### src/logic/sed_consts.svh
// Constants for the security erase command decoder
// Behaviour
// RQ1: Command with vendor opcode in byte 0 overrides the stored default erase setup.
// RQ2: Byte 2 must hold the secondary opcode, otherwise the command is rejected.
// RQ3: Byte 1 carries reserved bits, an erase-option field and a fill-option field.
// RQ4: Fill option: 00 default, 01 no fill, 10 zeros, 11 random pattern.
// RQ5: Erase option: 00 default, 01 erase all, 10 selective by byte 4 mask.
// RQ6: Erase-all erases the whole media whatever the stored configuration holds.
// RQ7: Last byte yields the LINK and FLAG control bits of the command.
// RQ8: Fill from byte 1 bits 1:0, erase from bits 3:2; reserved bits ignored.
`ifndef SED_CONSTS_SVH
`define SED_CONSTS_SVH

// ****************************************************************
// Command layout
// ****************************************************************
`define SED_CDB_LEN       6
`define SED_OPCODE        8'hDF
`define SED_SUBCODE       8'h4D
`define SED_B_OPCODE      0
`define SED_B_OPTIONS     1
`define SED_B_SUBCODE     2
`define SED_B_MASK        4
`define SED_B_CONTROL     5
`define SED_FILL_LSB      0
`define SED_ERASE_LSB     2
`define SED_LINK_BIT      0
`define SED_FLAG_BIT      1

// ****************************************************************
// Reset values and the erase-all mask
// ****************************************************************
`define SED_RST_BYTE      8'h00
`define SED_RST_MASK      8'h00
`define SED_MASK_ALL      8'hFF

`endif

### src/logic/sed_pkg.sv
// Types shared by the security erase command decoder
package sed_pkg;
    typedef enum logic [1:0] {
        SED_FILL_DEFAULT,
        SED_FILL_NONE,
        SED_FILL_ZERO,
        SED_FILL_RANDOM
    } sed_fill_t;

    typedef enum logic [1:0] {
        SED_ERASE_DEFAULT,
        SED_ERASE_ALL,
        SED_ERASE_SELECT,
        SED_ERASE_RSVD
    } sed_erase_t;

    typedef logic [5:0][7:0] sed_cdb_t;
endpackage : sed_pkg

### src/logic/sed_cdb_if.sv
// Carrier of an assembled command block from collector to decoder
`timescale 1ns/1ps
interface sed_cdb_if;
    import sed_pkg::*;
    sed_cdb_t cdb;
    logic     done;

    modport collector (output cdb, output done);
    modport decoder   (input cdb, input done);
endinterface : sed_cdb_if

### src/logic/sed_cdb_collect.sv
// Gathers the six command bytes into one block
`timescale 1ns/1ps
`include "sed_consts.svh"
module sed_cdb_collect
    import sed_pkg::*;
(
    input  wire logic  clk,
    input  wire logic  rst,
    input  wire logic  byte_valid,
    input  wire logic  byte_first,
    input  wire logic [7:0] byte_data,
    sed_cdb_if.collector   out
);
    logic [2:0] idx_ff;
    logic [2:0] nxt_idx;
    sed_cdb_t   cdb_ff;
    sed_cdb_t   nxt_cdb;
    logic       done_ff;
    logic       nxt_done;
    logic [2:0] pos;

    always_comb begin
        nxt_idx  = idx_ff;
        nxt_cdb  = cdb_ff;
        nxt_done = 1'b0;
        // A fresh first byte restarts a half-received block
        pos      = byte_first ? 3'd0 : idx_ff;
        if (byte_valid) begin
            nxt_cdb[pos] = byte_data;
            if (pos == 3'(`SED_CDB_LEN - 1)) begin
                nxt_idx  = 3'd0;
                nxt_done = 1'b1;
            end else begin
                nxt_idx  = pos + 3'd1;
            end
        end
    end

    always_ff @(posedge clk) begin
        if (rst) begin
            idx_ff  <= 3'd0;
            cdb_ff  <= '0;
            done_ff <= 1'b0;
        end else begin
            idx_ff  <= nxt_idx;
            cdb_ff  <= nxt_cdb;
            done_ff <= nxt_done;
        end
    end

    assign out.cdb  = cdb_ff;
    assign out.done = done_ff;

    property p_done_after_six;
        @(posedge clk) disable iff (rst)
        (byte_valid && (pos == 3'(`SED_CDB_LEN - 1))) |=> done_ff;
    endproperty
    a_done_after_six: assert property (p_done_after_six)
        else $error("block not flagged after last byte");
endmodule : sed_cdb_collect

### src/logic/sed_decoder.sv
// Security erase command decoder top
`timescale 1ns/1ps
`include "sed_consts.svh"
module sed_decoder
    import sed_pkg::*;
(
    input  wire logic       CORE_CLK,
    input  wire logic       RESET,
    input  wire logic       CDB_VALID,
    input  wire logic       CDB_FIRST,
    input  wire logic [7:0] CDB_BYTE,
    input  wire logic [1:0] DEF_FILL,
    input  wire logic [1:0] DEF_ERASE,
    input  wire logic [7:0] DEF_MASK,
    output logic            CMD_ACCEPT,
    output logic            CMD_REJECT,
    output logic            CMD_FOREIGN,
    output logic            CMD_OVERRIDE,
    output logic [1:0]      FILL_MODE,
    output logic [1:0]      ERASE_MODE,
    output logic [7:0]      ERASE_MASK,
    output logic            CTRL_LINK,
    output logic            CTRL_FLAG
);
    // ****************************************************************
    // Byte collection
    // ****************************************************************
    sed_cdb_if cdb_bus ();

    sed_cdb_collect u_collect (
        .clk        (CORE_CLK),
        .rst        (RESET),
        .byte_valid (CDB_VALID),
        .byte_first (CDB_FIRST),
        .byte_data  (CDB_BYTE),
        .out        (cdb_bus.collector)
    );

    // ****************************************************************
    // Field helpers
    // ****************************************************************
    function automatic logic [1:0] field2(input logic [7:0] b, input int lsb);
        field2 = b[lsb +: 2];
    endfunction : field2

    // ****************************************************************
    // Decode state
    // ****************************************************************
    typedef enum logic [1:0] {
        ST_IDLE,
        ST_DECODE,
        ST_REPORT
    } sed_state_t;

    sed_state_t state_ff;
    sed_state_t nxt_state;
    sed_cdb_t   hold_ff;
    sed_cdb_t   nxt_hold;
    logic       accept_ff;
    logic       nxt_accept;
    logic       reject_ff;
    logic       nxt_reject;
    logic       foreign_ff;
    logic       nxt_foreign;
    logic       override_ff;
    logic       nxt_override;
    logic [1:0] fill_ff;
    logic [1:0] nxt_fill;
    logic [1:0] erase_ff;
    logic [1:0] nxt_erase;
    logic [7:0] mask_ff;
    logic [7:0] nxt_mask;
    logic       link_ff;
    logic       nxt_link;
    logic       flag_ff;
    logic       nxt_flag;

    logic [1:0] req_fill;
    logic [1:0] req_erase;
    logic       op_hit;
    logic       sub_hit;

    always_comb begin
        // Reserved bits of byte 1 and all of byte 3 are never looked at
        req_fill  = field2(hold_ff[`SED_B_OPTIONS], `SED_FILL_LSB);   // RQ3 RQ8
        req_erase = field2(hold_ff[`SED_B_OPTIONS], `SED_ERASE_LSB);  // RQ3 RQ8
        op_hit    = (hold_ff[`SED_B_OPCODE] == `SED_OPCODE);          // RQ1
        sub_hit   = (hold_ff[`SED_B_SUBCODE] == `SED_SUBCODE);        // RQ2

        nxt_state    = state_ff;
        nxt_hold     = hold_ff;
        nxt_accept   = 1'b0;
        nxt_reject   = 1'b0;
        nxt_foreign  = 1'b0;
        nxt_override = override_ff;
        nxt_fill     = fill_ff;
        nxt_erase    = erase_ff;
        nxt_mask     = mask_ff;
        nxt_link     = link_ff;
        nxt_flag     = flag_ff;

        case (state_ff)
            ST_IDLE: begin
                if (cdb_bus.done) begin
                    nxt_hold  = cdb_bus.cdb;
                    nxt_state = ST_DECODE;
                end
            end
            ST_DECODE: begin
                nxt_state = ST_REPORT;
                if (!op_hit) begin
                    // Another command: left for the general command path
                    nxt_foreign = 1'b1;
                end else if (!sub_hit || (req_erase == SED_ERASE_RSVD)) begin
                    nxt_reject = 1'b1;                                // RQ2
                end else begin
                    nxt_accept   = 1'b1;
                    nxt_override = 1'b1;                              // RQ1
                    nxt_link     = hold_ff[`SED_B_CONTROL][`SED_LINK_BIT]; // RQ7
                    nxt_flag     = hold_ff[`SED_B_CONTROL][`SED_FLAG_BIT]; // RQ7
                    case (req_fill)                                   // RQ4
                        SED_FILL_DEFAULT: nxt_fill = DEF_FILL;
                        default:          nxt_fill = req_fill;
                    endcase
                    case (req_erase)                                  // RQ5
                        SED_ERASE_ALL: begin
                            // Stored mask is deliberately bypassed
                            nxt_erase = SED_ERASE_ALL;                // RQ6
                            nxt_mask  = `SED_MASK_ALL;                // RQ6
                        end
                        SED_ERASE_SELECT: begin
                            nxt_erase = SED_ERASE_SELECT;
                            nxt_mask  = hold_ff[`SED_B_MASK];
                        end
                        default: begin
                            nxt_erase = DEF_ERASE;
                            nxt_mask  = (DEF_ERASE == SED_ERASE_ALL) ? `SED_MASK_ALL
                                                                     : DEF_MASK;
                        end
                    endcase
                end
            end
            ST_REPORT: begin
                // One idle cycle keeps result pulses apart
                nxt_state = ST_IDLE;
            end
            default: begin
                nxt_state = ST_IDLE;
            end
        endcase
    end

    always_ff @(posedge CORE_CLK) begin
        if (RESET) begin
            state_ff    <= ST_IDLE;
            hold_ff     <= '0;
            accept_ff   <= 1'b0;
            reject_ff   <= 1'b0;
            foreign_ff  <= 1'b0;
            override_ff <= 1'b0;
            fill_ff     <= 2'b00;
            erase_ff    <= 2'b00;
            mask_ff     <= `SED_RST_MASK;
            link_ff     <= 1'b0;
            flag_ff     <= 1'b0;
        end else begin
            state_ff    <= nxt_state;
            hold_ff     <= nxt_hold;
            accept_ff   <= nxt_accept;
            reject_ff   <= nxt_reject;
            foreign_ff  <= nxt_foreign;
            override_ff <= nxt_override;
            fill_ff     <= nxt_fill;
            erase_ff    <= nxt_erase;
            mask_ff     <= nxt_mask;
            link_ff     <= nxt_link;
            flag_ff     <= nxt_flag;
        end
    end

    assign CMD_ACCEPT   = accept_ff;
    assign CMD_REJECT   = reject_ff;
    assign CMD_FOREIGN  = foreign_ff;
    assign CMD_OVERRIDE = override_ff;
    assign FILL_MODE    = fill_ff;
    assign ERASE_MODE   = erase_ff;
    assign ERASE_MASK   = mask_ff;
    assign CTRL_LINK    = link_ff;
    assign CTRL_FLAG    = flag_ff;

    // ****************************************************************
    // Checks
    // ****************************************************************
    property p_accept_on_codes;
        @(posedge CORE_CLK) disable iff (RESET)
        (state_ff == ST_DECODE && op_hit && sub_hit && req_erase != 2'b11)
            |=> CMD_ACCEPT && CMD_OVERRIDE;
    endproperty
    a_accept_on_codes: assert property (p_accept_on_codes) // RQ1
        else $error("valid command not accepted");

    property p_reject_bad_sub;
        @(posedge CORE_CLK) disable iff (RESET)
        (state_ff == ST_DECODE && op_hit && !sub_hit) |=> CMD_REJECT && !CMD_ACCEPT;
    endproperty
    a_reject_bad_sub: assert property (p_reject_bad_sub) // RQ2
        else $error("wrong secondary code not rejected");

    property p_fields_pos;
        @(posedge CORE_CLK) disable iff (RESET)
        state_ff == ST_DECODE |-> req_fill == hold_ff[1][1:0] && req_erase == hold_ff[1][3:2];
    endproperty
    a_fields_pos: assert property (p_fields_pos) // RQ8
        else $error("option fields taken from wrong bits");

    property p_fill_decode;
        @(posedge CORE_CLK) disable iff (RESET)
        CMD_ACCEPT |-> FILL_MODE == (($past(req_fill) == 2'b00) ? $past(DEF_FILL)
                                                                : $past(req_fill));
    endproperty
    a_fill_decode: assert property (p_fill_decode) // RQ4
        else $error("fill mode decoded wrongly");

    property p_select_mask;
        @(posedge CORE_CLK) disable iff (RESET)
        (state_ff == ST_DECODE && op_hit && sub_hit && req_erase == 2'b10)
            |=> ERASE_MODE == 2'b10 && ERASE_MASK == $past(hold_ff[4]);
    endproperty
    a_select_mask: assert property (p_select_mask) // RQ5
        else $error("selective erase mask not taken");

    property p_erase_all;
        @(posedge CORE_CLK) disable iff (RESET)
        (state_ff == ST_DECODE && op_hit && sub_hit && req_erase == 2'b01)
            |=> ERASE_MODE == 2'b01 && ERASE_MASK == 8'hFF;
    endproperty
    a_erase_all: assert property (p_erase_all) // RQ6
        else $error("erase all did not cover whole media");

    property p_ctrl_bits;
        @(posedge CORE_CLK) disable iff (RESET)
        CMD_ACCEPT |-> CTRL_LINK == $past(hold_ff[5][0]) && CTRL_FLAG == $past(hold_ff[5][1]);
    endproperty
    a_ctrl_bits: assert property (p_ctrl_bits) // RQ7
        else $error("control bits not extracted");

    property p_one_result;
        @(posedge CORE_CLK) disable iff (RESET)
        (CMD_ACCEPT || CMD_REJECT || CMD_FOREIGN)
            |-> $onehot({CMD_ACCEPT, CMD_REJECT, CMD_FOREIGN}) ##1 !CMD_ACCEPT && !CMD_REJECT;
    endproperty
    a_one_result: assert property (p_one_result) // RQ2
        else $error("result pulses overlap");

    property p_done_to_result;
        @(posedge CORE_CLK) disable iff (RESET)
        (cdb_bus.done && state_ff == ST_IDLE)
            |-> ##2 (CMD_ACCEPT || CMD_REJECT || CMD_FOREIGN);
    endproperty
    a_done_to_result: assert property (p_done_to_result) // RQ1
        else $error("no result two cycles after block");
endmodule : sed_decoder

### config.mk
export PLATFORM = sky130hd
export DESIGN_NAME = sed_decoder
export DESIGN_NICKNAME = d
export VERILOG_FILES = /design/src/logic/sed_pkg.sv /design/src/logic/sed_cdb_if.sv /design/src/logic/sed_cdb_collect.sv /design/src/logic/sed_decoder.sv
export VERILOG_INCLUDE_DIRS = /design/src /design/src/logic
export SDC_FILE = /design/constraint.sdc
export NUM_CORES = 1
export LEC_CHECK = 0
export BUFFER_PORTS_ARGS = -buffer_cell sky130_fd_sc_hd__buf_2
export CORE_MARGIN = 3
export CORE_UTILIZATION = 25
export DETAILED_ROUTE_END_ITERATION = 8
export PLACE_DENSITY = 0.42
export SKIP_LAST_GASP = 1
export SLEW_MARGIN = 30
export SYNTH_ARGS = -nofsm -noshare
export SYNTH_HDL_FRONTEND = slang
export SYNTH_SLANG_ARGS = --single-unit
### constraint.sdc
create_clock -name CORE_CLK -period 3.7 [get_ports CORE_CLK]
set_input_delay 0.37 -clock CORE_CLK [delete_from_list [all_inputs] [get_ports CORE_CLK]]
set_output_delay 0.37 -clock CORE_CLK [all_outputs]
set_load 0.05 [all_outputs]
* After elaboration in Yosys (flattened, before gate mapping)
Cells that the tools add are included.
** Operators by class
- Mux-type cells :: 15
- Bitwise operators :: 4
- $lt $le $gt $ge :: 2
- Reductions and logical operators :: 10
- Add/sub/neg operators :: 1
- Div/mod/pow operators :: 0
- Multiply operators :: 0
- Shift-type cells :: 0
- Equal/unequal tests :: 9
** Operator list (number)
- $bwmux 48 :: 1
- $demux 8 s3 :: 1
- $mux 8 :: 2
- $pmux 8 s2 :: 1
- $eq 8x7->1 const B :: 1
- $eq 8x8->1 const B :: 1
- $pmux 2 s2 :: 2
- $eq 2x1->1 const B :: 3
- $mux 3 :: 2
- $eq 2x2->1 const B :: 2
- $logic_not 2->1 :: 2
- $lt 3x4->1 const B :: 1
- $mux 1 :: 4
- $mux 2 :: 2
- $not 1->1 :: 4
- $reduce_or 2->1 :: 2
- $add 3x1->3 const B :: 1
- $eq 3x3->1 const B :: 1
- $ge 3x1->1 const B :: 1
- $reduce_and 3->1 :: 1
- $reduce_or 3->1 :: 1
- $ne 2x1->1 const B :: 1
- $reduce_and 2->1 :: 1
- $logic_and 1x1->1 :: 1
- other kinds (2) :: 2
** Storage, ports and cells
- Bits in latches :: 0
- Bits in writable memories :: 0
- Memory bits (read-only) :: 0
- Word-level logic and storage cells :: 64
- Bits in registers :: 102
- Input port bits :: 24
- Memories :: 0
- Output and inout port bits :: 18

* Depth between registers and ports, before layout
- Depth in word-level cells :: 6
- Depth in mapped cells :: 7
- Gate-level depth less buffers :: 6

* Modules after synthesis
From an unflattened synthesis, not the netlist that was laid out.
** Unflattened totals
- Cells, all modules :: 440
- Area, all modules :: 4129.0 um^2
** By module, submodules not included
- sed_decoder :: sequential area each 1001.0 um^2, cells an instance 254, area each 2083.2 um^2, times used 1
- sed_cdb_collect :: sequential area each 1041.0 um^2, cells an instance 186, area each 2045.7 um^2, times used 1

* Worst setup path before layout
Ideal clock, no wire load.
- Kind :: reg2reg
- Start point :: register hold_ff[10] (netlist name)
- End point :: register erase_ff[1] (netlist: ERASE_MODE[1])
- Buffers on the path :: 1
- Path slack :: 2170 ps
- Stages on the path, launching flop included :: 7
- Setup time :: 132 ps
- Arrival :: 1398 ps
- Data required time :: 3568 ps
- Period minus slack after synthesis :: 1530 ps
- Cells stage by stage :: dfxtp_1 > inv_1 > ha_1 > clkbuf_1 > mux2_2 > nand3_1 > a21oi_1
** Between the ends
- Word-level cells in the longest chain between the ends :: 4
- Elaborated cells on any way between the ends :: 7
- Those cells by class :: eq/ne: 3; mux: 1; bitwise: 1; reduce/logical: 2
** RTL lines
- from (decl) :: RTL line sed_decoder.sv:57 : sed_cdb_t hold_ff;
- from (signal assigned) :: RTL line sed_decoder.sv:168 : hold_ff <= nxt_hold;
- $eq 2x2->1 :: RTL line sed_decoder.sv:114 : end else if (!sub_hit || (req_erase == SED_ERASE_RSVD)) begin
- $logic_or 1x1->1 :: RTL line sed_decoder.sv:114
- $not 1->1 (no line)
- $reduce_and 3->1 (no line)
- to (signal assigned) :: RTL line sed_decoder.sv:174 : erase_ff <= nxt_erase;
- to (decl) :: RTL line sed_decoder.sv:69 : logic [1:0] erase_ff;
Several ways; a longest one is shown, not always the timed one.
A chain may end at the register's enable or synchronous reset.

* Worst setup path in the final report
- Start point :: register hold_ff[19] (netlist name)
- End point :: register mask_ff[6] (netlist: ERASE_MASK[6])
** Between the ends
- Word-level cells in the longest chain between the ends :: 5
** RTL lines
- $eq 8x7->1 (no line)
- $logic_not 1->1 :: RTL line sed_decoder.sv:114
- $logic_or 1x1->1 :: RTL line sed_decoder.sv:114
- $not 1->1 (no line)
- $reduce_and 3->1 (no line)
- to (signal assigned) :: RTL line sed_decoder.sv:163 : mask_ff <= `SED_RST_MASK;
- to (signal assigned) :: RTL line sed_decoder.sv:175 : mask_ff <= nxt_mask;
- to (decl) :: RTL line sed_decoder.sv:71 : logic [7:0] mask_ff;
Every way passes these cells.

==> results.sh <==
export IMPL_outcome="complete, no violations"
export IMPL_rsz0062_at_grt="false"
export IMPL_critPathCaptureType="flop"
export IMPL_post_route_cells_drive_above_1_share_pct=16.3
export IMPL_finalSetupTns_ns=0
export IMPL_grt_pass1_vias=2446
export IMPL_min_period_ns=1.87
export IMPL_overall_via_count_from_detail_route=2535
export IMPL_p_int_mw=1.45
export IMPL_dieArea_sq_mm=0.0146
export IMPL_grt_antenna_before_repair=0
export IMPL_numClockSinks=84
export IMPL_cp_arrival_ns=2.13
export IMPL_clock_latency_late_sink_ns=0.33
export IMPL_synth_async_sr_flop_share_pct=0
export IMPL_synth_simple_area_share_pct=21.9
export IMPL_slew_headroom_pct=46.5
export IMPL_synth_xor_xnor_area_share_pct=0
export IMPL_share_of_synthesized_cell_area_in_full_adder_half_adder_and_majority_cells_pct=1.14
export IMPL_place_congestion=0.745
export IMPL_multi_input_area_sq_mm=0.00150
export IMPL_setup_viol=0
export IMPL_comb_power_share_pct=3.8
export IMPL_cts_hold_repair_buffers=0
export IMPL_detail_route_drc_violations=0
export IMPL_crit_path_max_fanout=9
export IMPL_drt_antenna_violating_nets=0
export IMPL_synthCells=374
export IMPL_multiplexer_fraction_of_the_synthesized_cell_area_pct=9.47
export IMPL_syn_num_nets=401
export IMPL_hold_ws_ns=0.333
export IMPL_clock_tree_buffer_depth=2
export IMPL_p_sw_share_pct=21.3
export IMPL_grt_use_total_pct=11.4
export IMPL_row_count=41
export IMPL_grt_remaining_overflow=0
export IMPL_pwr_share_seq_pct=49.8
export IMPL_area_growth_synth_to_final_pct=18.8
export IMPL_grt_pass1_wl_um=12900
export IMPL_tritoncts_num_buffers=9
export IMPL_ios=42
export IMPL_first_iter_violations=110
export IMPL_ys_ff_latch=84
export IMPL_post_synth_num_cell_types=36
export IMPL_dp_slack_ns=1.83
export IMPL_synth_warnings=0
export IMPL_worstHoldPathType="primary input to flop"
export IMPL_synth_compound_area_share_pct=12.8
export IMPL_main_combinational_cell_family_by_area_after_synthesis="simple AND/OR/NAND/NOR gates"
export IMPL_pwr_density_cell_mw_per_mm2=472
export IMPL_synth_edff_count=0
export IMPL_final_cell_mix="sky130_fd_sc_hd__dfxtp_1, sky130_fd_sc_hd__nand2_1, sky130_fd_sc_hd__buf_2"
export IMPL_worst_setup_path_type="flop to flop"
export IMPL_syn_cell_area_sq_mm=0.00329
export IMPL_tritoncts_clock_tree="yes"
export IMPL_effective_utilization_at_floorplan_pct=25.9
export IMPL_clock_tree_htree_level_count=3
export IMPL_final_util_pct=30.7
export IMPL_antenna_diode_count=0
export IMPL_post_cts_buffers=0
export IMPL_slew_viol_final=0
export IMPL_synthesized_area_per_cell_sq_um=8.80
export IMPL_leakage_nw=1.43
export IMPL_fp_coreArea_sq_mm=0.0127
export IMPL_skew_ns=0.00403
export IMPL_die_w_um=121
export IMPL_final_min_period_over_clock_period_pct=50.5
export IMPL_dominantRegCellSynth="sky130_fd_sc_hd__dfxtp_1"
export IMPL_final_setup_worst_slack_ns=1.83
export IMPL_worst_setup_path_start_kind="flop"
export IMPL_power_share_clock_pct=46.3
export IMPL_drt_total_wl_um=7980
export IMPL_mostFrequentLayoutCell="sky130_fd_sc_hd__dfxtp_1"
export IMPL_drv_max_cap_violation_count=0
export IMPL_wl_per_cell_um=13.7
export IMPL_max_freq_ghz=0.535
export IMPL_tightest_slew_ns=0.796
export IMPL_viasPerCell=4.36
export IMPL_seq_total_area_yosys_pct=51.1
export IMPL_grt_max_degree=48
export IMPL_r2r_slack_ns=1.83
export IMPL_cts_root_buf="sky130_fd_sc_hd__clkbuf_16"
export IMPL_clk_pin_slew_ns=0.06
export IMPL_die_height_um=121
export IMPL_power_switching_uw=393
export IMPL_crit_required_ns=3.96
export IMPL_dp_hpwl_um=5330
export IMPL_timing_hold_violations_final=0
export IMPL_nets=432
export IMPL_first_pass_iters=4
export IMPL_fill_cells=1397
export IMPL_ir_drop_v=0.000172
export IMPL_port_buffers=41
export IMPL_cells_resized_by_post_cts_repair=0
export IMPL_totalPowerFinal_mw=1.85
export IMPL_layout_area_seq_sq_mm=0.00168
==> path summary, 6_finish.rpt <==
kind	from	to	depth (start not counted)
setup / recovery	hold_ff[19]$_SDFFE_PP0P_	ERASE_MASK[6]$_SDFFE_PP0P_	4
hold / removal	CDB_BYTE[7]	u_collect.out.cdb[39]$_SDFFE_PP0P_	3
setup reg to reg	hold_ff[19]$_SDFFE_PP0P_	ERASE_MASK[6]$_SDFFE_PP0P_	4
hold reg to reg	u_collect.out.cdb[5]$_SDFFE_PP0P_	hold_ff[5]$_SDFFE_PP0P_	2
==> worst max-delay path, cell delays in order (launching register included) <==
cell	delay, ns
sky130_fd_sc_hd__dfxtp_1	0.32
sky130_fd_sc_hd__nor3b_1	0.40
sky130_fd_sc_hd__and3_1	0.45
sky130_fd_sc_hd__nand3_1	0.38
sky130_fd_sc_hd__a2bb2oi_1	0.25
==> cells in the mapped netlist, types with 7 or more instances <==
| cell type | instances | area (sq um) |
|---|---|---|
| sky130_fd_sc_hd__nand3_1 | 7 | 35.0 |
| sky130_fd_sc_hd__nand2b_1 | 9 | 56.3 |
| sky130_fd_sc_hd__a21oi_1 | 39 | 195 |
| sky130_fd_sc_hd__nand2_1 | 74 | 278 |
| sky130_fd_sc_hd__clkbuf_1 | 13 | 48.8 |
| sky130_fd_sc_hd__o21ai_0 | 25 | 125 |
| sky130_fd_sc_hd__nor2_1 | 37 | 139 |
| sky130_fd_sc_hd__dfxtp_1 | 84 | 1680 |
| sky130_fd_sc_hd__a2bb2oi_1 | 8 | 70.1 |
| sky130_fd_sc_hd__mux2i_1 | 30 | 300 |
==> power by group through the flow <==
stage	Clock, mW	Combinational (mW)	Sequential, mW
final	0.855	0.0708	0.920
after detailed placement	0	0.0723	0.940
after CTS	0.886	0.0724	0.920
after global placement	0	0.0724	0.940
after global routing	0.935	0.0793	0.920
after floorplan	0	0.0483	0.937
==> layout make-up <==
cell class,count,share of cell area [%]
repair buffers,42,5.44
multi-input cells,263,38.3
clock inverters,1,0.128
flip-flops and latches,84,43.0
well taps,172,5.51
inverters,5,0.480
clock buffers,15,7.11
==> layer usage <==
metal | GRT usage (%) | part of all wire, % | vias up
met5 | 0 | 0 | -
met4 | 3.61 | 1.2 | 0
met3 | 4.02 | 4.6 | 5
met2 | 17.4 | 44 | 49
met1 | 15.2 | 51 | 1158
li1 | - | - | 1323
==> cells by family (layout without fill, tap and decap cells) <==
| family | Yosys count | count (layout) |
|---|---|---|
| AND/OR/NAND/NOR | 154 | 154 |
| flip-flops | 84 | 84 |
| AO/OA/AOI/OAI | 75 | 75 |
| multiplexers | 31 | 31 |
| buffers and inverters | 27 | 63 |
| adder cells (fa/ha/maj) | 3 | 3 |
==> metrics by stage <==
step	cell area, sq um	cells
CTS	3910	582
global route	3910	582
detailed placement	3620	566
global placement	3620	566
finish	3910	582
floorplan	3290	374
==> registers in the layout (all words and copies together) (netlist names) <==
signal / cells
CMD_ACCEPT: 1
CMD_FOREIGN: 1
CMD_OVERRIDE: 1
CMD_REJECT: 1
CTRL_FLAG: 1
CTRL_LINK: 1
ERASE_MASK: 8
ERASE_MODE: 2
FILL_MODE: 2
hold_ff: 30
state_ff: 2
u_collect.idx_ff: 3
u_collect.out.cdb: 30
u_collect.out.done: 1
Note: power is estimated with default switching activity, not from simulation.
